[src/spfc_consts.vh]
// Constants for the standby pin function control block.
// Assumes a 40 MHz controller clock and a 32-bit Avalon-MM register port.
`ifndef SPFC_CONSTS_VH
`define SPFC_CONSTS_VH
// ----------------------------------------
// Register word byte addresses.
// ----------------------------------------
`define SPFC_ADDR_POWER_PIN_SEL 4'h0
`define SPFC_ADDR_PIN_FUNC_SEL 4'h4
`define SPFC_ADDR_ACT_RESET_CTRL 4'h8
`define SPFC_ADDR_POWER_MODE_CTRL 4'hC
// ----------------------------------------
// Field positions.
// ----------------------------------------
`define SPFC_BIT_STBY_SRC_SEL 6
`define SPFC_BIT_BL_SUSP_SEL 5
`define SPFC_BIT_PIN_FUNC_SEL 7
`define SPFC_BIT_ACT_RST_TIMER 6
`define SPFC_BIT_ACT_RST_BL 3
`define SPFC_BIT_STBY_HOLD 4
`define SPFC_BIT_PANEL_ON 0
`define SPFC_BIT_SW_STBY 1
// ----------------------------------------
// Reset values and timing.
// ----------------------------------------
`define SPFC_RESET_BYTE 8'h00
`define SPFC_SUSP_STABLE_NS 1000
`define SPFC_CLK_NS 25
`define SPFC_SUSP_STABLE_CYC ((`SPFC_SUSP_STABLE_NS + `SPFC_CLK_NS - 1) / `SPFC_CLK_NS)
`endif

[src/spfc_pin_sync.v]
// Two-flop synchroniser with a rising-edge detector; rise_out is combinational from sync_reg and prev_reg.
// Assumes the input is asynchronous to mclk_in.
module spfc_pin_sync (
	input wire mclk_in,
	input wire rst_n_in,
	input wire pin_in,
	output wire level_out,
	output wire rise_out
);
	reg meta_reg;
	reg sync_reg;
	reg prev_reg;
	// Only sync_reg and prev_reg feed logic; meta_reg feeds the second flop alone.
	always @(posedge mclk_in) begin
		if (!rst_n_in) begin
			meta_reg <= 1'b0;
			sync_reg <= 1'b0;
			prev_reg <= 1'b0;
		end else begin
			meta_reg <= pin_in;
			sync_reg <= meta_reg;
			prev_reg <= sync_reg;
		end
	end
	assign level_out = sync_reg;
	assign rise_out = sync_reg & ~prev_reg;
endmodule // spfc_pin_sync

[src/spfc_standby_pins.v]
// Power pin function selection with an Avalon-MM register slave.
// Assumes the pins are driven by system logic asynchronous to mclk_in.
// Assumes standby_timeout_in is a one-cycle enable pulse from an outer divider.
//
// The register offsets and the Avalon-MM register port were chosen for this implementation.
`include "spfc_consts.vh"
module spfc_standby_pins #(
	parameter STBY_TIMER_W = 16,
	parameter SUSP_STABLE_CYC = `SPFC_SUSP_STABLE_CYC
) (
	input wire mclk_in,
	input wire rst_n_in,
	input wire [3:0] avs_address_in,
	input wire avs_read_in,
	input wire avs_write_in,
	input wire [31:0] avs_writedata_in,
	input wire [3:0] avs_byteenable_in,
	output reg [31:0] avs_readdata_out,
	output wire avs_waitrequest_out,
	input wire power_pin_a_in,
	input wire power_pin_b_in,
	input wire standby_timeout_in,
	output reg feature_video_enable_n_out,
	output reg standby_start_out,
	output reg standby_active_out,
	output reg standby_timer_reset_out,
	output reg backlight_reset_out,
	output reg backlight_off_out,
	output reg suspend_start_out,
	output reg suspend_active_out
);
	// ----------------------------------------
	// Register file.
	// ----------------------------------------
	// Each register keeps only its low byte; the upper write lanes are ignored,
	// so software may write whole words without side effects.
	reg [7:0] power_pin_select_reg;
	reg [7:0] pin_function_select_reg;
	reg [7:0] activity_reset_ctrl_reg;
	reg [7:0] power_mode_ctrl_reg;
	reg ack_reg;
	reg [31:0] rdata_next;
	wire wr_lane0;
	wire sel_act;
	wire sel_sby;
	wire sel_vid;
	wire bl_mode;
	wire panel_on;
	wire sw_stby;
	wire stby_hold;
	wire [1:0] pin_vec;
	wire [1:0] lvl_vec;
	wire [1:0] rise_vec;
	wire a_lvl;
	wire a_rise;
	wire b_lvl;
	wire b_rise;
	wire act_timer_rst;
	wire act_bl_rst;
	reg [STBY_TIMER_W-1:0] timer_reg;
	reg [15:0] stable_reg;
	reg timer_was_reset_reg;

	// One wait state: the request is answered on the second edge it is held.
	assign avs_waitrequest_out = (avs_read_in | avs_write_in) & ~ack_reg;
	assign wr_lane0 = avs_write_in & ack_reg & avs_byteenable_in[0];

	// Writes land only on the acknowledging edge, so each is applied once.
	always @(posedge mclk_in) begin
		if (!rst_n_in) begin
			ack_reg <= 1'b0;
			power_pin_select_reg <= `SPFC_RESET_BYTE;
			pin_function_select_reg <= `SPFC_RESET_BYTE;
			activity_reset_ctrl_reg <= `SPFC_RESET_BYTE;
			power_mode_ctrl_reg <= `SPFC_RESET_BYTE;
			avs_readdata_out <= 32'h00000000;
		end else begin
			ack_reg <= (avs_read_in | avs_write_in) & ~ack_reg;
			if (avs_read_in & ~ack_reg)
				avs_readdata_out <= rdata_next;
			if (wr_lane0) begin
				case (avs_address_in)
					`SPFC_ADDR_POWER_PIN_SEL: power_pin_select_reg <= avs_writedata_in[7:0];
					`SPFC_ADDR_PIN_FUNC_SEL: pin_function_select_reg <= avs_writedata_in[7:0];
					`SPFC_ADDR_ACT_RESET_CTRL: activity_reset_ctrl_reg <= avs_writedata_in[7:0];
					`SPFC_ADDR_POWER_MODE_CTRL: power_mode_ctrl_reg <= avs_writedata_in[7:0];
					default: ;
				endcase
			end
		end
	end

	// Read mux; unmapped words read zero; status fields fill bits 8 to 12 of the power mode word.
	always @* begin
		rdata_next = 32'h00000000;
		case (avs_address_in)
			`SPFC_ADDR_POWER_PIN_SEL: rdata_next[7:0] = power_pin_select_reg;
			`SPFC_ADDR_PIN_FUNC_SEL: rdata_next[7:0] = pin_function_select_reg;
			`SPFC_ADDR_ACT_RESET_CTRL: rdata_next[7:0] = activity_reset_ctrl_reg;
			`SPFC_ADDR_POWER_MODE_CTRL: begin
				rdata_next[7:0] = power_mode_ctrl_reg;
				rdata_next[8] = standby_active_out;
				rdata_next[9] = suspend_active_out;
				rdata_next[10] = backlight_off_out;
				rdata_next[11] = a_lvl;
				rdata_next[12] = b_lvl;
			end
			default: rdata_next = 32'h00000000;
		endcase
	end

	// ----------------------------------------
	// Pin synchronisers.
	// ----------------------------------------
	// One synchroniser per pin: bit 0 is the multiplexed pin, bit 1 the second pin.
	// Nothing downstream sees a raw pin, so a pin that moves near the clock edge
	// is at worst seen one cycle late, never as two different levels at once.
	assign pin_vec = {power_pin_b_in, power_pin_a_in};
	genvar g;
	generate
		for (g = 0; g < 2; g = g + 1) begin : g_pin_sync
			spfc_pin_sync u_sync (
				.mclk_in(mclk_in),
				.rst_n_in(rst_n_in),
				.pin_in(pin_vec[g]),
				.level_out(lvl_vec[g]),
				.rise_out(rise_vec[g])
			);
		end
	endgenerate
	assign a_lvl = lvl_vec[0];
	assign a_rise = rise_vec[0];
	assign b_lvl = lvl_vec[1];
	assign b_rise = rise_vec[1];

	// ----------------------------------------
	// Pin function decode.
	// ----------------------------------------
	assign sel_vid = ~pin_function_select_reg[`SPFC_BIT_PIN_FUNC_SEL];
	assign sel_act = ~sel_vid & power_pin_select_reg[`SPFC_BIT_STBY_SRC_SEL];
	assign sel_sby = ~sel_vid & ~power_pin_select_reg[`SPFC_BIT_STBY_SRC_SEL];
	assign bl_mode = power_pin_select_reg[`SPFC_BIT_BL_SUSP_SEL];
	assign panel_on = power_mode_ctrl_reg[`SPFC_BIT_PANEL_ON];
	assign sw_stby = power_mode_ctrl_reg[`SPFC_BIT_SW_STBY];
	assign stby_hold = power_mode_ctrl_reg[`SPFC_BIT_STBY_HOLD];

	// Activity edges only count in activity-sense use; each reset has its own enable.
	// Both are single-cycle because the edge detector is.
	assign act_timer_rst = sel_act & a_rise & activity_reset_ctrl_reg[`SPFC_BIT_ACT_RST_TIMER];
	assign act_bl_rst = sel_act & a_rise & activity_reset_ctrl_reg[`SPFC_BIT_ACT_RST_BL];

	// ----------------------------------------
	// Standby timer, standby and backlight control.
	// ----------------------------------------
	// The inactivity timer counts enable pulses from the outer timebase; a
	// saturating counter keeps an idle system from wrapping back to zero.
	always @(posedge mclk_in) begin
		if (!rst_n_in) begin
			timer_reg <= {STBY_TIMER_W{1'b0}};
			timer_was_reset_reg <= 1'b0;
			standby_timer_reset_out <= 1'b0;
			backlight_reset_out <= 1'b0;
			standby_start_out <= 1'b0;
			standby_active_out <= 1'b0;
			feature_video_enable_n_out <= 1'b1;
			backlight_off_out <= 1'b0;
		end else begin
			// The video enable follows the pin only when it is selected.
			feature_video_enable_n_out <= sel_vid ? a_lvl : 1'b1;
			standby_timer_reset_out <= act_timer_rst;
			backlight_reset_out <= act_bl_rst;
			if (act_timer_rst) begin
				timer_reg <= {STBY_TIMER_W{1'b0}};
				timer_was_reset_reg <= 1'b1;
			end else if (standby_timeout_in & ~&timer_reg)
				timer_reg <= timer_reg + {{(STBY_TIMER_W-1){1'b0}}, 1'b1};
			standby_start_out <= 1'b0;
			if (!standby_active_out) begin
				// The pin only requests standby in request mode; else software.
				if ((sel_sby & a_lvl & panel_on) | sw_stby) begin
					standby_start_out <= 1'b1;
					standby_active_out <= 1'b1;
					// An activity edge in the entry cycle still counts, so it is not lost.
					timer_was_reset_reg <= act_timer_rst;
				end
			end else if (sel_sby & ~a_lvl & ~stby_hold & ~sw_stby
					& timer_was_reset_reg) begin
				standby_active_out <= 1'b0;
			end
			backlight_off_out <= bl_mode & b_lvl;
		end
	end

	// ----------------------------------------
	// Suspend request debounce.
	// ----------------------------------------
	// A short glitch restarts the count, so only a stable high starts suspend.
	always @(posedge mclk_in) begin
		if (!rst_n_in) begin
			stable_reg <= 16'h0000;
			suspend_start_out <= 1'b0;
			suspend_active_out <= 1'b0;
		end else begin
			suspend_start_out <= 1'b0;
			if (bl_mode | ~b_lvl | b_rise) begin
				stable_reg <= 16'h0000;
				suspend_active_out <= 1'b0;
			end else if (stable_reg < SUSP_STABLE_CYC[15:0]) begin
				stable_reg <= stable_reg + 16'h0001;
			end else if (!suspend_active_out) begin
				suspend_start_out <= 1'b1;
				suspend_active_out <= 1'b1;
			end
		end
	end
endmodule // spfc_standby_pins

[config.mk]
export PLATFORM = sky130hd
export DESIGN_NAME = spfc_standby_pins
export DESIGN_NICKNAME = d
export VERILOG_FILES = /design/src/spfc_pin_sync.v /design/src/spfc_standby_pins.v
export VERILOG_INCLUDE_DIRS = /design/src
export SDC_FILE = /design/constraint.sdc
export NUM_CORES = 1
export LEC_CHECK = 0
export BUFFER_PORTS_ARGS = -buffer_cell sky130_fd_sc_hd__clkbuf_2
export CAP_MARGIN = 20
export CELL_PAD_IN_SITES_DETAIL_PLACEMENT = 0
export CELL_PAD_IN_SITES_GLOBAL_PLACEMENT = 2
export CORE_UTILIZATION = 28
export CTS_BUF_LIST = sky130_fd_sc_hd__clkbuf_16
export CTS_CLUSTER_DIAMETER = 150
export DETAILED_ROUTE_END_ITERATION = 8
export PLACE_DENSITY = 0.79
export SLEW_MARGIN = 25
export SYNTH_ARGS = -nofsm -noshare
export SYNTH_HDL_FRONTEND = slang
export SYNTH_SLANG_ARGS = --single-unit
[constraint.sdc]
create_clock -name mclk_in -period 1.4 [get_ports mclk_in]
set_input_delay 0.14 -clock mclk_in [delete_from_list [all_inputs] [get_ports mclk_in]]
set_output_delay 0.14 -clock mclk_in [all_outputs]
set_load 0.01 [all_outputs]
======== Yosys cells after proc, flatten, opt, wreduce, memory -nomap -nowiden ========
Cells that the tools add are included.
storage, ports and cells
  output and inout bits ................... 41
  logic and storage cells ................. 76
  bits in registers ....................... 77
  input port bits ......................... 47
cells by class
  mux-type cells .......................... 9
  equality and inequality tests ........... 3
  $lt $le $gt $ge ......................... 1
  reductions and logical operators ........ 9
  $add $sub $neg .......................... 1
  bitwise gates (word level) .............. 31
operators by type and width
  cell                                                                    number
  8-bit one-hot mux with 4 select lines                                   1
  1-bit AND                                                               18
  16-bit by 1-bit adder with 16-bit output (second input constant)        1
  16-bit by 6-bit < comparator with 1-bit output (second input constant)  1
  1-bit inverter                                                          9
  4-bit == test (second input constant)                                   2
  2-bit AND reduction                                                     4
  1-bit two-way mux                                                       7
  2-bit OR reduction                                                      3
  5-bit two-way mux                                                       1
  4-bit by 3-bit == test with 1-bit output (second input constant)        1
  4-bit zero test                                                         1
  1-bit bitwise OR                                                        4
  3-bit OR reduction                                                      1

======== Logic depth before layout (Yosys ltp) ========
  word-level depth ........................ 8
  depth in mapped cells ................... 6
  mapped depth without buffers ............ 4

======== Hierarchy ========
Synthesis repeated with hierarchy kept, for this count alone.
second synthesis, totals
  cells, all modules ...................... 305
  area total of the unflattened synthesis .. 3,160.5 um^2
modules (own cells, without submodules)
  module             cells an instance  times used  area each (um^2)
  spfc_standby_pins  291                1           2,975.4
  spfc_pin_sync      7                  2           92.6

======== Worst setup path after synthesis ========
No wires, ideal clock.
  path type ............................... register to register
  start point ............................. reg stable_reg[6]
  end point ............................... reg stable_reg[4]
  slack ................................... -0.084 ns
  arrival ................................. 1.412 ns
  buffers on the path ..................... 1
  clock period less this slack ............ 1.484 ns
  required time ........................... 1.328 ns
  cell stages (with the launch flop) ...... 6
  cells stage by stage .................... dfxtp_1 -> nor4_2 -> nand4_1 -> buf_6 -> or4_1 -> a21oi_1
on the way
  cells in the longest elaborated chain, start to end .. 1
ends and longest elaborated chain
  what                                            line                     RTL
  from (decl)                                     spfc_standby_pins.v:61   reg [15:0] stable_reg;
  from (signal assigned)                          spfc_standby_pins.v:209  stable_reg <= stable_reg + 16'h0001;
  16-bit by 6-bit < comparator with 1-bit output  spfc_standby_pins.v:208  end else if (stable_reg < SUSP_STABLE_CYC[15:0]) begin
Every way passes these cells.
A chain may end at the register's enable or synchronous reset.

======== Worst setup path in the final report ========
  start point ............................. reg stable_reg[6]
  end point ............................... reg stable_reg[3]
The elaborated chain is that of the path after synthesis.

==> results.yml <==
die:
  initial_core_util_pct: 29.2
  io-pin-count: 88
  die_w_um: 106
  die_h_um: 106
  coreArea_um2: 10400
  rows: 37
  dieArea_um2: 11300
worst_setup_path:
  crit_buf_inv: 0
  cp-start-kind: "flop"
  rrSetupSlack_ns: -0.13
  rr_worst_depth: 4
  r2r_end: "stable_reg[3]$_SDFFE_PP0N_"
  crit_arrival_ns: 1.78
  path_delay_family: "simple AND/OR/NAND/NOR gates"
  crit_fanout: 4
  cp_cell_sequence: "nor4_4, nand4_1, or4_1, a21oi_1"
  critical_path.slowest_cell: "or4_1"
  endpoint_kind: "flop"
  critPathMaxStageDelay_ns: 0.51
  crit_type: "flop to flop"
  timing.rr.start: "stable_reg[6]$_SDFFE_PP0N_"
  critPathRequiredTime_ns: 1.65
cts:
  htree_levels: 3
  worstSkewPairLatency_ns: 0.33
  clockBufferDepth: 2
  cts_root_buf: "clkbuf_16"
  tritoncts: "built"
  cts_buffers: 9
  holdBufCountCts: 0
  cts_sinks: 77
  clkSlewWorstSetupHoldPaths_ns: 0.06
layout:
  nFillCells: 1082
  antenna_cells: 0
  syn2layout_area_growth_pct: 26.3
  fin_nets: 414
  final_util_pct: 36.8
  largest_reg_flops: 16
  multi_input_area_um2: 1400
  drive_above_1_share_pct: 25.6
  seq_area_um2: 1540
synthesis:
  ys_seq_elements: 77
  yosysTopAreaCellShare_pct: 50.7
  synthCells: 308
  yosysWarnings: 0
  synth_area_um2: 3040
  ys_seq_area_share_pct: 50.7
  async_reset_ff_share_pct: 0
  synth_top_cells_by_area: "dfxtp_1, mux2i_1, nor2_1"
  synth_cell_types: 44
  avgSynthCellArea_um2: 9.87
  synth_ff_type: "dfxtp_1"
  ys_top_cells_by_count: "dfxtp_1, nor2_1, mux2i_1"
  synth_edf_count: 0
  synthMostInstantiatedCell: "dfxtp_1"
  synth_area_leader_cell: "dfxtp_1"
place:
  gp_congestion: 0.752
  dp_worst_setup_slack_ns: -0.140
  hpwl_mm: 4.85
  io_buffers: 40
worst_hold_path:
  hold_class: "primary input to flop"
  hp-start: "power_pin_a_in"
  hold_depth: 2
  hold_path_end: "g_pin_sync[0].u_sync.meta_reg$_SDFF_PN0_"
route:
  viasPerCell: 4.46
  wl_met2_mm: 3.30
  antenna_left: 0
  wl_met3_um: 234
  detail_route.wirelength_mm: 7.02
  drt_pass1_iterations: 4
  wire_per_inst_um: 13.8
  drc: 0
  maxUsedRoutingLayer: "met4"
  first_iter_violations: 76
  met1Wirelength_mm: 3.40
  vias: 2261
timing:
  setup_viol: 4
  hold_viol: 0
  setup_ws_ns: -0.129
  fin_crit_ns: 1.53
  rsz0062_at_grt: "yes"
  fin_crit_sh_pct: 109
  timing.hold.ws_ns: 0.0176
  timing_max_transition_violations_final: 0
  fin_worst_skew_ns: 0.00785
  max_freq_mhz: 654
job:
  cap_violations: 0
power:
  pwr-share-clk_pct: 48.3
  seqPwrFrac_pct: 47.2
  max-vdd-ir-drop_v: 0.000591
  power_frac_comb_pct: 4.5
  sw_frac_of_total_pct: 22.0
  totalPowerFinal_mw: 4.68
  leakage_nw: 1.68
  p_int_mw: 3.65
  switching_power_mw: 1.03
  power_density_nw_per_um2: 1220
global_routing:
  first_global_vias: 2221
  grt_max_degree: 33
  grt_antenna_before_repair: 0
  overflow: 0
  grtUsageTotal_pct: 13.0
  grt_pass1_wl_mm: 11.2
outcome:
  status: "finished with violations"
  violations: "setup timing"
-- power groups by stage --
stage | registers [mW] | logic, mW | clock network [mW]
finish | 2.21 | 0.209 | 2.26
global route | 2.21 | 0.230 | 2.42
CTS | 2.21 | 0.205 | 2.32
detailed placement | 2.26 | 0.204 | 0
global placement | 2.26 | 0.201 | 0
floorplan | 2.26 | 0.139 | 0
-- repair_timing --
action,CTS,global route
setup endpoints to repair,12,17
buffers inserted,0,1
endpoints found under the hold margin,0,0
pin swaps,1,5
resized for setup,4,11
-- cell type report --
type | count | share of cell area (%)
Clock buffer | 9 | 5.87
Clock inverter | 7 | 1.76
Inverter | 3 | 0.293
Multi-Input combinational cell | 211 | 36.6
Sequential cell | 77 | 40.2
Tap cell | 136 | 4.43
Timing Repair Buffer | 64 | 10.9
-- metrics by stage --
step | cell area, um^2 | setup TNS (ns) | instances
2_1_floorplan | 3110 | -0.000312 | 326
3_3_place_gp | 3470 | -0.192 | 490
3_5_place_dp | 3470 | -0.650 | 490
4_1_cts | 3780 | -0.267 | 506
5_1_grt | 3840 | -0.856 | 507
6_report | 3840 | -0.246 | 507
-- worst max-delay path by stage --
stage | start | endpoint | slack [ns] | cells after the start
after global routing | stable_reg[6]$_SDFFE_PP0N_ | stable_reg[3]$_SDFFE_PP0N_ | -0.22 | 4
after floorplan | stable_reg[12]$_SDFFE_PP0N_ | stable_reg[4]$_SDFFE_PP0N_ | -0.0003 | 5
after global placement | stable_reg[6]$_SDFFE_PP0N_ | stable_reg[3]$_SDFFE_PP0N_ | -0.08 | 4
final | stable_reg[6]$_SDFFE_PP0N_ | stable_reg[3]$_SDFFE_PP0N_ | -0.13 | 4
after detailed placement | stable_reg[6]$_SDFFE_PP0N_ | stable_reg[2]$_SDFFE_PP0N_ | -0.14 | 5
after CTS | stable_reg[6]$_SDFFE_PP0N_ | stable_reg[2]$_SDFFE_PP0N_ | -0.12 | 5
-- cells by family after synthesis --
kind of cell               Yosys count  synth area share, %
DFF                                 77                 50.7
buffers and inverters               38                 7.45
and+or+nand+nor                    117                 19.8
AOI/OAI and AO/OA                   32                 7.25
muxes                               41                 13.9
xor gates and xnor gates             1                0.288
other                                1                0.123
adders and majority gates            1                0.412
-- cell usage in the layout, fill, tap and decap left out, types with 2 or more instances in the layout --
| cell | count |
|---|---|
| or4_1 | 2 |
| nand4_1 | 2 |
| nor4_4 | 2 |
| clkbuf_16 | 9 |
| dfxtp_1 | 75 |
| nor2_1 | 41 |
| and2_1 | 18 |
| o31ai_1 | 2 |
| conb_1 | 19 |
| o2bb2ai_1 | 7 |
| clkbuf_2 | 40 |
| buf_4 | 19 |
| dfxtp_2 | 2 |
| clkinv_1 | 2 |
| o21ai_0 | 2 |
| buf_12 | 2 |
| buf_6 | 3 |
| inv_1 | 3 |
| mux2i_1 | 39 |
| a22oi_1 | 7 |
| nand3_1 | 7 |
| a21oi_1 | 10 |
| nand2_1 | 23 |
| nor2_2 | 2 |
| clkinv_4 | 2 |
| and3_1 | 2 |
-- routing by layer --
| layer | global-route usage, % | up-vias |
|---|---|---|
| met5 | 0 | - |
| met4 | 4.46 | 0 |
| met3 | 3.62 | 7 |
| met2 | 21.2 | 39 |
| met1 | 16.4 | 1081 |
| li1 | - | 1134 |
Note: power is estimated with default switching activity, not from simulation.
